## src/rtl/lcc_map.svh

```systemverilog
/*
 register map of the loop compensation configuration pair: command codes,
 field positions, main write mask and reserved bit read value.
 assumes inclusion by bare name; definitions only.
*/
`ifndef LCC_MAP_SVH
`define LCC_MAP_SVH
// ------------------------------------------------------------
// command codes
// ------------------------------------------------------------
`define LCC_CMD_ALT_COMP 8'hAC
`define LCC_CMD_MAIN_CFG 8'hAD
// ------------------------------------------------------------
// alternate compensation fields
// ------------------------------------------------------------
`define LCC_ALT_GAIN_HI 7
`define LCC_ALT_GAIN_LO 6
`define LCC_ALT_TIME_HI 5
`define LCC_ALT_TIME_LO 3
`define LCC_ALT_RAMP_HI 2
`define LCC_ALT_RAMP_LO 0
// ------------------------------------------------------------
// main configuration fields
// ------------------------------------------------------------
`define LCC_MAIN_RSVD_BIT 7
`define LCC_MAIN_SSDCM_BIT 6
`define LCC_MAIN_NOCTON_BIT 5
`define LCC_MAIN_IND_HI 4
`define LCC_MAIN_IND_LO 3
`define LCC_MAIN_DC_LOAD_LINE_HI 2
`define LCC_MAIN_DC_LOAD_LINE_LO 0
`define LCC_MAIN_WR_MASK 8'h7F
`define LCC_MAIN_RSVD_VAL 1'b0
`endif

```

## src/rtl/lcc_pkg.sv

```systemverilog
/*
 types shared by the loop compensation configuration registers.
 assumes nothing beyond a SystemVerilog compiler.
*/
package lcc_pkg;
   typedef logic [7:0] lcc_byte_t;
   typedef enum logic [1:0] {
      LCC_IND_100NH,
      LCC_IND_200NH,
      LCC_IND_300NH,
      LCC_IND_400NH
   } lcc_ind_t;
   typedef enum logic {
      LCC_CCM_FORCED_OFF,
      LCC_CCM_FORCED_ON
   } lcc_ccm_t;
endpackage

```

## src/rtl/lcc_loop_cfg_regs.sv

```systemverilog
/*
 loop compensation configuration register pair with decoded outputs to the
 regulator core.
 assumes a byte-command engine in front that presents one write or read per
 cycle, and an nvm restore pulse after reset.
*/
// Operation
// - alternate compensation byte at command ACh
// - alternate byte stored only, drives nothing
// - alternate gain in bits 7:6
// - alternate integrator time in bits 5:3
// - alternate ramp amplitude in bits 2:0
// - main configuration byte at command ADh
// - main bit 7 reads zero, ignores writes
// - bit 6 forces discontinuous mode in softstart
// - bit 6 ignored after softstart completes
// - bit 5 selects negative current ontime
// - bit 5 high selects shorter ontime
// - bits 4:3 select inductor 100 to 400nH
// - bits 2:0 select dc load line
`timescale 1ns/1ns
`include "lcc_map.svh"
module lcc_loop_cfg_regs (
   input wire logic core_clk,
   input wire logic sys_rst,
   input wire logic [7:0] cmdCode,
   input wire logic wrStrobe,
   input wire logic [7:0] wrData,
   input wire logic rdStrobe,
   output lcc_pkg::lcc_byte_t rdData,
   output logic rdValid,
   output logic rdHit,
   input wire logic nvmLoad,
   input wire logic [7:0] nvmAltComp,
   input wire logic [7:0] nvmMainCfg,
   input wire logic softstartActive,
   input wire lcc_pkg::lcc_ccm_t forcedContinuousMode,
   output logic discontinuousMode,
   output logic negativeCurrentShortOntime,
   output lcc_pkg::lcc_ind_t inductorValueSelect,
   output logic [2:0] dcLoadLine
);
   import lcc_pkg::*;

   logic [7:0] altVal;
   logic [7:0] mainVal;
   logic altWr;
   logic mainWr;
   lcc_byte_t rdData_d;
   logic discMode_d;

   // ------------------------------------------------------------
   // decode
   // ------------------------------------------------------------
   assign altWr = wrStrobe && (cmdCode == `LCC_CMD_ALT_COMP);
   assign mainWr = wrStrobe && (cmdCode == `LCC_CMD_MAIN_CFG);

   // ------------------------------------------------------------
   // storage
   // ------------------------------------------------------------
   lcc_cfg_byte #(
      .WR_MASK(8'hFF)
   ) altReg (
      .core_clk(core_clk),
      .sys_rst(sys_rst),
      .wrEn(altWr),
      .wrData(wrData),
      .nvmLoad(nvmLoad),
      .nvmData(nvmAltComp),
      .value(altVal)
   );

   // mask keeps bit 7 at zero on both write and restore
   lcc_cfg_byte #(
      .WR_MASK(`LCC_MAIN_WR_MASK)
   ) mainReg (
      .core_clk(core_clk),
      .sys_rst(sys_rst),
      .wrEn(mainWr),
      .wrData(wrData),
      .nvmLoad(nvmLoad),
      .nvmData(nvmMainCfg),
      .value(mainVal)
   );

   // ------------------------------------------------------------
   // read path
   // ------------------------------------------------------------
   always_comb begin
      rdData_d = 8'h00;
      if (cmdCode == `LCC_CMD_ALT_COMP) begin
         rdData_d = altVal;
      end else if (cmdCode == `LCC_CMD_MAIN_CFG) begin
         rdData_d = mainVal;
         rdData_d[`LCC_MAIN_RSVD_BIT] = `LCC_MAIN_RSVD_VAL;
      end
   end

   always_ff @(posedge core_clk or posedge sys_rst) begin
      if (sys_rst) begin
         rdData <= 8'h00;
         rdValid <= 1'b0;
         rdHit <= 1'b0;
      end else begin
         rdValid <= rdStrobe;
         rdHit <= rdStrobe && ((cmdCode == `LCC_CMD_ALT_COMP) ||
                               (cmdCode == `LCC_CMD_MAIN_CFG));
         if (rdStrobe) begin
            rdData <= rdData_d;
         end
      end
   end

   // ------------------------------------------------------------
   // regulator controls
   // ------------------------------------------------------------
   // the alternate byte deliberately feeds nothing below
   always_comb begin
      if (softstartActive && mainVal[`LCC_MAIN_SSDCM_BIT]) begin
         discMode_d = 1'b1;
      end else begin
         discMode_d = (forcedContinuousMode == LCC_CCM_FORCED_OFF);
      end
   end

   // registered so the power stage never sees a decode glitch
   always_ff @(posedge core_clk or posedge sys_rst) begin
      if (sys_rst) begin
         discontinuousMode <= 1'b0;
         negativeCurrentShortOntime <= 1'b0;
         inductorValueSelect <= LCC_IND_100NH;
         dcLoadLine <= 3'h0;
      end else begin
         discontinuousMode <= discMode_d;
         negativeCurrentShortOntime <= mainVal[`LCC_MAIN_NOCTON_BIT];
         inductorValueSelect <= lcc_ind_t'(
            mainVal[`LCC_MAIN_IND_HI:`LCC_MAIN_IND_LO]);
         dcLoadLine <= mainVal[`LCC_MAIN_DC_LOAD_LINE_HI:`LCC_MAIN_DC_LOAD_LINE_LO];
      end
   end
endmodule // lcc_loop_cfg_regs

```

## src/rtl/lcc_cfg_byte.sv

```systemverilog
/*
 one byte-wide configuration register with write mask and nonvolatile
 restore value.
 assumes the restore value is stable while nvmLoad is high.
*/
`timescale 1ns/1ns
module lcc_cfg_byte #(
   parameter logic [7:0] WR_MASK = 8'hFF
) (
   input wire logic core_clk,
   input wire logic sys_rst,
   input wire logic wrEn,
   input wire logic [7:0] wrData,
   input wire logic nvmLoad,
   input wire logic [7:0] nvmData,
   output logic [7:0] value
);
   logic [7:0] byte_q;
   // ------------------------------------------------------------
   // storage
   // ------------------------------------------------------------
   // restore takes priority so a stale write cannot mask the nvm image
   always_ff @(posedge core_clk or posedge sys_rst) begin
      if (sys_rst) begin
         byte_q <= 8'h00;
      end else if (nvmLoad) begin
         byte_q <= nvmData & WR_MASK;
      end else if (wrEn) begin
         byte_q <= wrData & WR_MASK;
      end
   end
   assign value = byte_q;
endmodule // lcc_cfg_byte

```

## config.mk

```make
export PLATFORM = sky130hd
export DESIGN_NAME = lcc_loop_cfg_regs
export DESIGN_NICKNAME = d
export VERILOG_FILES = /design/src/rtl/lcc_pkg.sv /design/src/rtl/lcc_loop_cfg_regs.sv /design/src/rtl/lcc_cfg_byte.sv
export VERILOG_INCLUDE_DIRS = /design/src /design/src/rtl
export SDC_FILE = /design/constraint.sdc
export NUM_CORES = 1
export LEC_CHECK = 0
export BUFFER_PORTS_ARGS = -buffer_cell sky130_fd_sc_hd__buf_2
export CORE_ASPECT_RATIO = 0.8
export CORE_UTILIZATION = 49
export CTS_CLUSTER_SIZE = 24
export DETAILED_ROUTE_END_ITERATION = 10
export PLACE_DENSITY = 0.86
export SYNTH_ARGS = -nofsm -noshare
export SYNTH_HDL_FRONTEND = slang
export SYNTH_SLANG_ARGS = --single-unit
```

## constraint.sdc

```tcl
create_clock -name core_clk -period 1.1 [get_ports core_clk]
set_input_delay 0.22 -clock core_clk [delete_from_list [all_inputs] [get_ports core_clk]]
set_output_delay 0.22 -clock core_clk [all_outputs]
set_load 0.1 [all_outputs]
```

==> results of run 1 <==
## repair_timing
action | in CTS | in global routing
hold endpoints to repair | 32 | 0
buffers inserted | 1 | 1
hold buffers | 1 | 0
setup endpoints to repair | 7 | 13
## power groups by stage
stage / logic, mW / registers [mW] / clock network (mW)
after floorplan: 0.206 / 1.55 / 0
after global placement: 0.673 / 1.35 / 0
after detailed placement: 0.687 / 1.35 / 0
after CTS: 0.691 / 1.33 / 0.939
after global routing: 0.732 / 1.34 / 0.987
final: 0.690 / 1.33 / 0.925
## state kept, by name, indices dropped and copies added, names as in the netlist
name and cells:
rdData 8, negativeCurrentShortOntime 1, rdValid 1, inductorValueSelect 2, dcLoadLine 3, mainReg.value 7, altReg.value 8, rdHit 1
discontinuousMode 1
## area by class of cell
cell class / instances / area [um2] / area share (%)
well taps: 40 / 50.0 / 2.15
flip-flops and latches: 32 / 822 / 35.4
inverters: 3 / 11.3 / 0.485
clock buffers: 6 / 82.6 / 3.55
repair buffers: 66 / 656 / 28.2
clock inverters: 2 / 10.0 / 0.431
multi-input cells: 100 / 692 / 29.8
## metal layers
layer / vias to the layer above / wire length, um / GRT usage [%]
li1: 694 / - / -
met1: 715 / 1560 / 31.0
met2: 89 / 1990 / 41.4
met3: 8 / 358 / 6.57
met4: 0 / 76 / 11.7
met5: - / 0 / 0
## worst register-to-register path, cell delays in order, from the launching register on
cell and delay, ps:
dfrtp_2 430, buf_4 140, buf_4 120, nand2b_1 60, nand3_1 60
## kinds of logic after synthesis
group	share of synthesized area (%)
AO/OA/AOI/OAI	21.8
flip-flops	48.6
AND/OR/NAND/NOR	20.2
buffers and inverters	9.48
## worst paths after layout
check | startpoint | end | slack (ps) | cells after the start
setup / recovery | rdData[4] | rdData[4] | -20 | 1
hold / removal | forcedContinuousMode | discontinuousMode | 80 | 2
setup reg to reg | rdData[0] | rdData[0] | 170 | 4
hold reg to reg | mainReg.value[5] | negativeCurrentShortOntime | 410 | 0
max in group asynchronous | sys_rst | dcLoadLine[2] | 380 | 4
min in group asynchronous | sys_rst | altReg.value[0] | 540 | 4
## layout by cell type (no fill, tap or decap), drive strengths merged, types with 3 or more instances in the layout
cell type,netlist,routed
nand3,9,9
a41oi,15,15
nand2b,5,5
a21oi,15,15
nor2b,15,15
inv,3,3
dfrtp,32,32
o31ai,15,15
nor2,3,3
clkbuf,6,6
nand4,11,11
buf,12,65
## through the flow
step / util, % / TNS [ps] / hold slack, ps / setup WS (ps) / area, um2
5_1_grt: 73.7 / -198 / 96.2 / -37.4 / 2320
2_1_floorplan: - / -33.9 / 251 / -17.0 / 1670
6_report: 73.7 / -39.8 / 80.2 / -18.3 / 2320
4_1_cts: 73.5 / -65.7 / 79.1 / -23.6 / 2320
3_5_place_dp: 70.0 / -1880 / 282 / -130 / 2210
3_3_place_gp: 70.0 / -1190 / 277 / -79.5 / 2210
==> flow_summary.json, run 1 <==
{
  "start_util_pct": 52.3,
  "synth_common_cells": "32 x dfrtp_1, 15 x nor2b_1, 15 x o31ai_1, 13 x a21oi_1, 13 x a41oi_1",
  "drv_cap": 0,
  "ioPinCount": 56,
  "cts_buffers": 5,
  "first_iter_violations": 103,
  "path_clk_slew_ps": 60,
  "async_flop_share_pct": 100,
  "rsz0062_at_grt": "yes",
  "slowest_delay_ps": 440,
  "tightest_slew_ps": 448,
  "die_y_um": 53.9,
  "synthCells": 153,
  "synth_fp_nets": 192,
  "worstPathMaxFanout": 2,
  "clk_path_buf_depth": 2,
  "outcome": "finished, violations left",
  "clk_latency_ps": 290,
  "grt_max_degree": 33,
  "p_sw_share_pct": 31.1,
  "ctsResizeCount": 0,
  "grt.overflow.total": 0,
  "p_sw_mw": 0.916,
  "path_cells": "buf_12",
  "critPathSlowestCell": "dfrtp_2",
  "violations": "setup timing",
  "syn_avg_cell_area_um2": 10.8,
  "antenna_found_initial": 0,
  "slew_viol_final": 0,
  "crit_buf_inv": 1,
  "fmax_mhz": 894,
  "h-tree-depth": 2,
  "intPower_mw": 2.03,
  "yosysMostFrequentCell": "dfrtp_1",
  "setup_ws_ps": -18.3,
  "pwr_density_cell_nw_per_um2": 1270,
  "setup_violations": 4,
  "synth_edf_count": 0,
  "peakVddDrop_v": 0.000829,
  "via_per_inst": 6.05,
  "final_cell_count_no_fill": 249,
  "max_slew_margin_pct": 70.1,
  "area_growth_pct": 40.9,
  "cts_sinks": 32,
  "synth_flop_cell": "dfrtp_1",
  "drc": 0,
  "nNetsFinal": 247,
  "ys.warnings.count": 0,
  "cts_tree": "yes",
  "cp.arrival_ps": 900,
  "ys_types": 29,
  "yosys-top-cells-area": "dfrtp_1 49%, a41oi_1 6.9%, o31ai_1 6.8%, nor2b_1 5.7%, nand4_1 4.2%",
  "total_power_mw": 2.95,
  "grt_pass1_vias": 1354,
  "vias": 1506,
  "p_leak_nw": 0.960,
  "die_area_um2": 3600,
  "yosys_register_bits": 32,
  "die_w_um": 66.9,
  "grt.total_usage_pct": 25.1,
  "antenna_left": 0,
  "rows": 18,
  "worstPathRequired_ps": 880,
  "power_frac_clock_pct": 31.4,
  "root_buffer": "clkbuf_8",
  "avgRoutedWirePerCell_um": 16.0,
  "drive_gt1_share_pct": 45.5,
  "io_buffers": 54,
  "seq_area_frac_synth_pct": 48.6,
  "grt_pass1_wl_um": 6330,
  "synth_top_area_share_pct": 48.6,
  "finalCritPeriodShare_pct": 102,
  "path_delay_family": "flip-flops",
  "setup.worst_path.end_class": "output port",
  "core-area_um2": 3150,
  "totalWireLength_um": 3980,
  "synth_top_area_cell": "dfrtp_1",
  "place_congestion": 0.851,
  "worstSetupPathType": "reg2out",
  "p_seq_share_pct": 45.2,
  "fillCellCount": 235,
  "hold_class": "in2reg",
  "post-route-min-period_ps": 1120,
  "clock_skew_ps": 6.19,
  "start_kind": "flip-flop",
  "combPwrFrac_pct": 23.4,
  "finalHoldViolCount": 0,
  "post-place-cells": 238,
  "diodes": 0,
  "first_pass_iters": 4,
  "syn_area_um2": 1650
}
No activity file was read; power rests on OpenSTA's default activity.
==> run 2: changes to the inputs <==
CELL_PAD_IN_SITES_DETAIL_PLACEMENT = 0   (was default)
CELL_PAD_IN_SITES_GLOBAL_PLACEMENT = 1   (was default)
CORE_UTILIZATION = 37   (was 49)
==> run 2 against run 1 <==
  * The flow still finishes with violations (setup timing)
  * Die area is 31% higher
  * Critical path depth stayed put
  * Count of clock-buffer cells in the layout is 1 lower
  * Worst setup slack better by 6.6 ps
  * Non-clock buffer count is 1 higher
  * Wire length is 1.7% lower
  * Flip-flop and latch count stayed put
  * First-iteration DRC count is 23% lower
  * Clock skew is 2.2 ps lower
==> flow_summary.json, run 2 (same netlist as run 1, synthesis figures left out) <==
{
  "outcome": "finished, violations left",
  "violations": "setup timing",
  "dpl.hpwl_um": 2770,
  "hold_ws_ps": 75.9,
  "hold_class": "in2reg",
  "slew_viol_final": 0,
  "nNetsFinal": 248,
  "grt_pass1_wl_um": 6370,
  "area_growth_pct": 43.0,
  "worstSetupPathType": "reg2out",
  "ioPinCount": 56,
  "ff2ff_path_depth": 3,
  "path_delay_family": "flip-flops",
  "p_seq_share_pct": 42.4,
  "layout_common_cells": "37 x buf_2, 19 x buf_12, 17 x dfrtp_2",
  "die_area_um2": 4730,
  "rows": 21,
  "grt.total_usage_pct": 18.2,
  "setup_ws_ps": -11.7,
  "antenna_left": 0,
  "io_buffers": 54,
  "first_pass_iters": 4,
  "grt_use_met2_pct": 28.8,
  "drc": 0,
  "worstPathMaxFanout": 2,
  "final_area_um2": 2360,
  "via_per_inst": 5.39,
  "die_y_um": 61.7,
  "combPwrFrac_pct": 22.0,
  "peakVddDrop_v": 0.000740,
  "die_w_um": 76.6,
  "intPower_mw": 2.20,
  "total_power_mw": 3.13,
  "diodes": 0,
  "max_slew_margin_pct": 67.7,
  "met3_usage_pct": 4.09,
  "cp.depth": 1,
  "root_buffer": "clkbuf_8",
  "vias": 1440,
  "avgRoutedWirePerCell_um": 14.7,
  "setup_violations": 7,
  "drv_cap": 0,
  "cp.arrival_ps": 890,
  "grt.overflow.total": 0,
  "p_sw_mw": 0.927,
  "slowest_delay_ps": 430,
  "final_common_cell": "buf_2",
  "antenna_found_initial": 0,
  "power_frac_clock_pct": 35.6,
  "start_util_pct": 39.0,
  "crit_buf_inv": 1,
  "first_iter_violations": 79,
  "grt_max_degree": 33,
  "pwr_density_cell_nw_per_um2": 1330,
  "path_clk_slew_ps": 70,
  "clock_skew_ps": 4.02,
  "ctsResizeCount": 0,
  "drive_gt1_share_pct": 45.7,
  "critPathSlowestCell": "dfrtp_2",
  "cts_sinks": 32,
  "reg2reg_slack_ps": 270,
  "p_sw_share_pct": 29.6,
  "pre_cts_ws_ps": -141,
  "place_congestion": 0.840,
  "clk_latency_ps": 290,
  "grt_pass1_vias": 1366,
  "fmax_mhz": 899,
  "rsz0062_at_grt": "yes",
  "worstPathRequired_ps": 880,
  "busiest_layer": "met2",
  "post-route-min-period_ps": 1110,
  "hold_path_depth": 2,
  "path_cells": "buf_12",
  "h-tree-depth": 2,
  "cts_tree": "yes",
  "finalCritPeriodShare_pct": 101,
  "dpl_cell_area_um2": 2220,
  "finalHoldViolCount": 0,
  "clk_path_buf_depth": 2,
  "p_leak_nw": 0.965,
  "setup.worst_path.end_class": "output port",
  "cts_buffers": 5,
  "totalWireLength_um": 3910,
  "met1_usage_pct": 23.7,
  "start_kind": "flip-flop",
  "tightest_slew_ps": 483,
  "core-area_um2": 4230
}
## run 2: changes by cell type in the layout (fill, tap and decap cells not counted)
cell	previous run	this run
buf_12	20	19
clkinvlp_4	0	1
buf_4	8	10
clkbuf_8	6	5
clkinv_2	2	1
bufinv_16	0	1
## run 2: metal layers
| metal | routed length (um) | up-vias | share of wire, % |
|---|---|---|---|
| li1 | - | 694 | - |
| met1 | 1740 | 676 | 44 |
| met2 | 1820 | 61 | 47 |
| met3 | 270 | 9 | 6.9 |
| met4 | 81 | 0 | 2.1 |
| met5 | 0 | - | 0 |
## run 2: stage by stage
| step | utilization (%) | instances | setup TNS [ps] |
|---|---|---|---|
| floorplan | - | 153 | -33.9 |
| global placement | 52.5 | 256 | -1370 |
| detailed placement | 52.5 | 256 | -1790 |
| CTS | 55.6 | 266 | -116 |
| global route | 55.8 | 267 | -298 |
| finish | 55.8 | 267 | -51.4 |
## run 2: final timing paths
check / startpoint / endpoint
worst max-delay path: rdData[6] / rdData[6]
worst min-delay path: forcedContinuousMode / discontinuousMode
worst max register to register: rdData[2] / rdData[2]
worst min register to register: mainReg.value[5] / negativeCurrentShortOntime
max in group asynchronous: sys_rst / rdData[2]
min in group asynchronous: sys_rst / discontinuousMode
## run 2: repair_timing
action / 4_1_cts / 5_1_grt
hold buffers: 1 / 0
setup endpoints to repair: 9 / 16
endpoints found under the hold margin: 32 / 0
buffers inserted: 1 / 1
pin swaps: 0 / 0
## run 2: cell type report
| cell class | instances | area [um2] |
|---|---|---|
| fillers | 360 | 1870 |
| flip-flops and latches | 32 | 822 |
| multi-input cells | 100 | 692 |
| repair buffers | 67 | 651 |
| well taps | 57 | 71.3 |
| clock buffers | 5 | 68.8 |
| clock inverters | 3 | 42.5 |
| inverters | 3 | 11.3 |
## run 2: power groups by stage
| stage | Sequential, mW | Combinational [mW] | Clock, mW |
|---|---|---|---|
| after floorplan | 1.55 | 0.206 | 0 |
| final | 1.33 | 0.690 | 1.11 |
| after global placement | 1.35 | 0.678 | 0 |
| after detailed placement | 1.35 | 0.684 | 0 |
| after CTS | 1.33 | 0.689 | 1.13 |
| after global routing | 1.34 | 0.735 | 1.19 |
==> run 3: changes to the inputs <==
CORE_UTILIZATION = 30   (was 37)
PLACE_DENSITY = 0.73   (was 0.86)
REMOVE_ABC_BUFFERS = 1   (was default)
==> run 3 against run 2 <==
  * The flow finishes with violations (DRC)
  * Die area increased by 23%
  * Count of clock-buffer cells in the layout increased by 1
  * Non-clock buffer count did not move
  * Global-route usage shrank 1.8 points
  * Critical path depth stayed put
  * Via count decreased by 1.5%
  * Total power grew 0.54%
  * Critical path type unchanged
  * Highest routed layer unchanged
==> flow_summary.json, run 3 (same netlist as run 1, synthesis figures left out) <==
{
  "hold_path_depth": 2,
  "place_congestion": 0.708,
  "h-tree-depth": 2,
  "path_cells": "buf_12",
  "tightest_slew_ps": 491,
  "cp.arrival_ps": 880,
  "cts_sinks": 32,
  "cts_tree": "yes",
  "worstPathRequired_ps": 880,
  "clk_latency_ps": 280,
  "max_slew_margin_pct": 67.3,
  "violations": "DRC",
  "cts_buffers": 5,
  "start_util_pct": 32.0,
  "setup_violations": 0,
  "die_w_um": 84.9,
  "finalCritPeriodShare_pct": 99.8,
  "hold_ws_ps": 83.7,
  "cp.depth": 1,
  "ff2ff_path_depth": 2,
  "antenna_left": 0,
  "first_iter_violations": 120,
  "total_power_mw": 3.15,
  "path_delay_family": "flip-flops",
  "io_buffers": 54,
  "fillCellCount": 504,
  "drv_cap": 0,
  "nNetsFinal": 248,
  "outcome": "finished, violations left",
  "grt_pass1_wl_um": 7090,
  "antenna_found_initial": 0,
  "setup.worst_path.end_class": "output port",
  "rows": 23,
  "crit_buf_inv": 1,
  "core-area_um2": 5150,
  "ioPinCount": 56,
  "finalHoldViolCount": 0,
  "totalWireLength_um": 4230,
  "final_util_pct": 46.4,
  "vias": 1418,
  "hold_class": "in2reg",
  "fmax_mhz": 911,
  "worstPathMaxFanout": 2,
  "grt_max_degree": 33,
  "root_buffer": "clkbuf_8",
  "clock_skew_ps": 2.53,
  "worstSetupPathType": "reg2out",
  "area_growth_pct": 44.9,
  "grt.total_usage_pct": 16.4,
  "ctsResizeCount": 0,
  "start_kind": "flip-flop",
  "slowest_delay_ps": 420,
  "via_per_inst": 5.21,
  "critPathSlowestCell": "dfrtp_1",
  "layout_common_cells": "37 x buf_2, 32 x dfrtp_1, 23 x buf_12, 15 x o31ai_1, 15 x nor2b_1",
  "post-route-min-period_ps": 1100,
  "rsz0062_at_grt": "yes",
  "die_y_um": 68.3,
  "grt_pass1_vias": 1424,
  "diodes": 0,
  "peakVddDrop_v": 0.000566,
  "avgRoutedWirePerCell_um": 15.5,
  "clk_path_buf_depth": 2,
  "final_common_cell": "buf_2",
  "drive_gt1_share_pct": 37.1,
  "dpl.hpwl_um": 2830,
  "die_area_um2": 5800,
  "p_leak_nw": 1.00,
  "grt.overflow.total": 0,
  "path_clk_slew_ps": 70,
  "drc": 7,
  "slew_viol_final": 0,
  "pwr_density_cell_nw_per_um2": 1320,
  "first_pass_iters": 8
}
## run 3: cell count changes in the layout (fill, tap and decap cells not counted), sizes merged
cell      before  now
clkinvlp       1    0
clkbuf         5    6
## run 3: cell type report
cell class / instances / area, um2 / share of cell area, %
inverter: 3 / 11.3 / 0.471
timing repair buffer: 67 / 701 / 29.3
clock inverter: 2 / 35.0 / 1.47
multi-input combinational: 100 / 692 / 29.0
tap: 62 / 77.6 / 3.25
sequential: 32 / 801 / 33.5
clock buffer: 6 / 72.6 / 3.04
## run 3: worst paths after layout
check | endpoint | slack, ps | start
max in group asynchronous | mainReg.value[4] | 400 | sys_rst
worst min-delay path | discontinuousMode | 80 | forcedContinuousMode
worst min register to register | inductorValueSelect[0] | 400 | mainReg.value[3]
worst max-delay path | rdData[1] | 2 | rdData[1]
worst max register to register | mainReg.value[5] | 380 | mainReg.value[5]
min in group asynchronous | dcLoadLine[1] | 530 | sys_rst
## run 3: routing by layer
metal / vias to the layer above / routed length (um) / global-route usage (%)
met5: - / 0 / 0
met4: 0 / 70 / 6.99
met3: 5 / 232 / 3.50
met2: 47 / 1880 / 25.8
met1: 669 / 2040 / 22.1
li1: 697 / - / -
## run 3: power by group
part,leakage [nW],internal (mW),switching [mW],total [mW]
registers,0.379,1.26,0.0586,1.32
logic,0.566,0.288,0.430,0.718
clock network,0.0552,0.672,0.441,1.11
total,1.00,2.22,0.930,3.15
## run 3: what timing repair did
action | 4_1_cts | 5_1_grt
hold buffers | 1 | 0
hold endpoints to repair | 32 | 0
setup endpoints to repair | 5 | 16
buffers inserted | 0 | 0
## run 3: metrics by stage
stage / TNS, ps / cell area [um2] / setup slack, ps / std cells
4_1_cts: -29.7 / 2390 / -9.42 / 272
5_1_grt: -263 / 2390 / -31.5 / 272
3_3_place_gp: -1390 / 2270 / -106 / 263
3_5_place_dp: -1970 / 2270 / -166 / 263
2_1_floorplan: -3340 / 1500 / -208 / 135
6_report: 0 / 2390 / 1.98 / 272
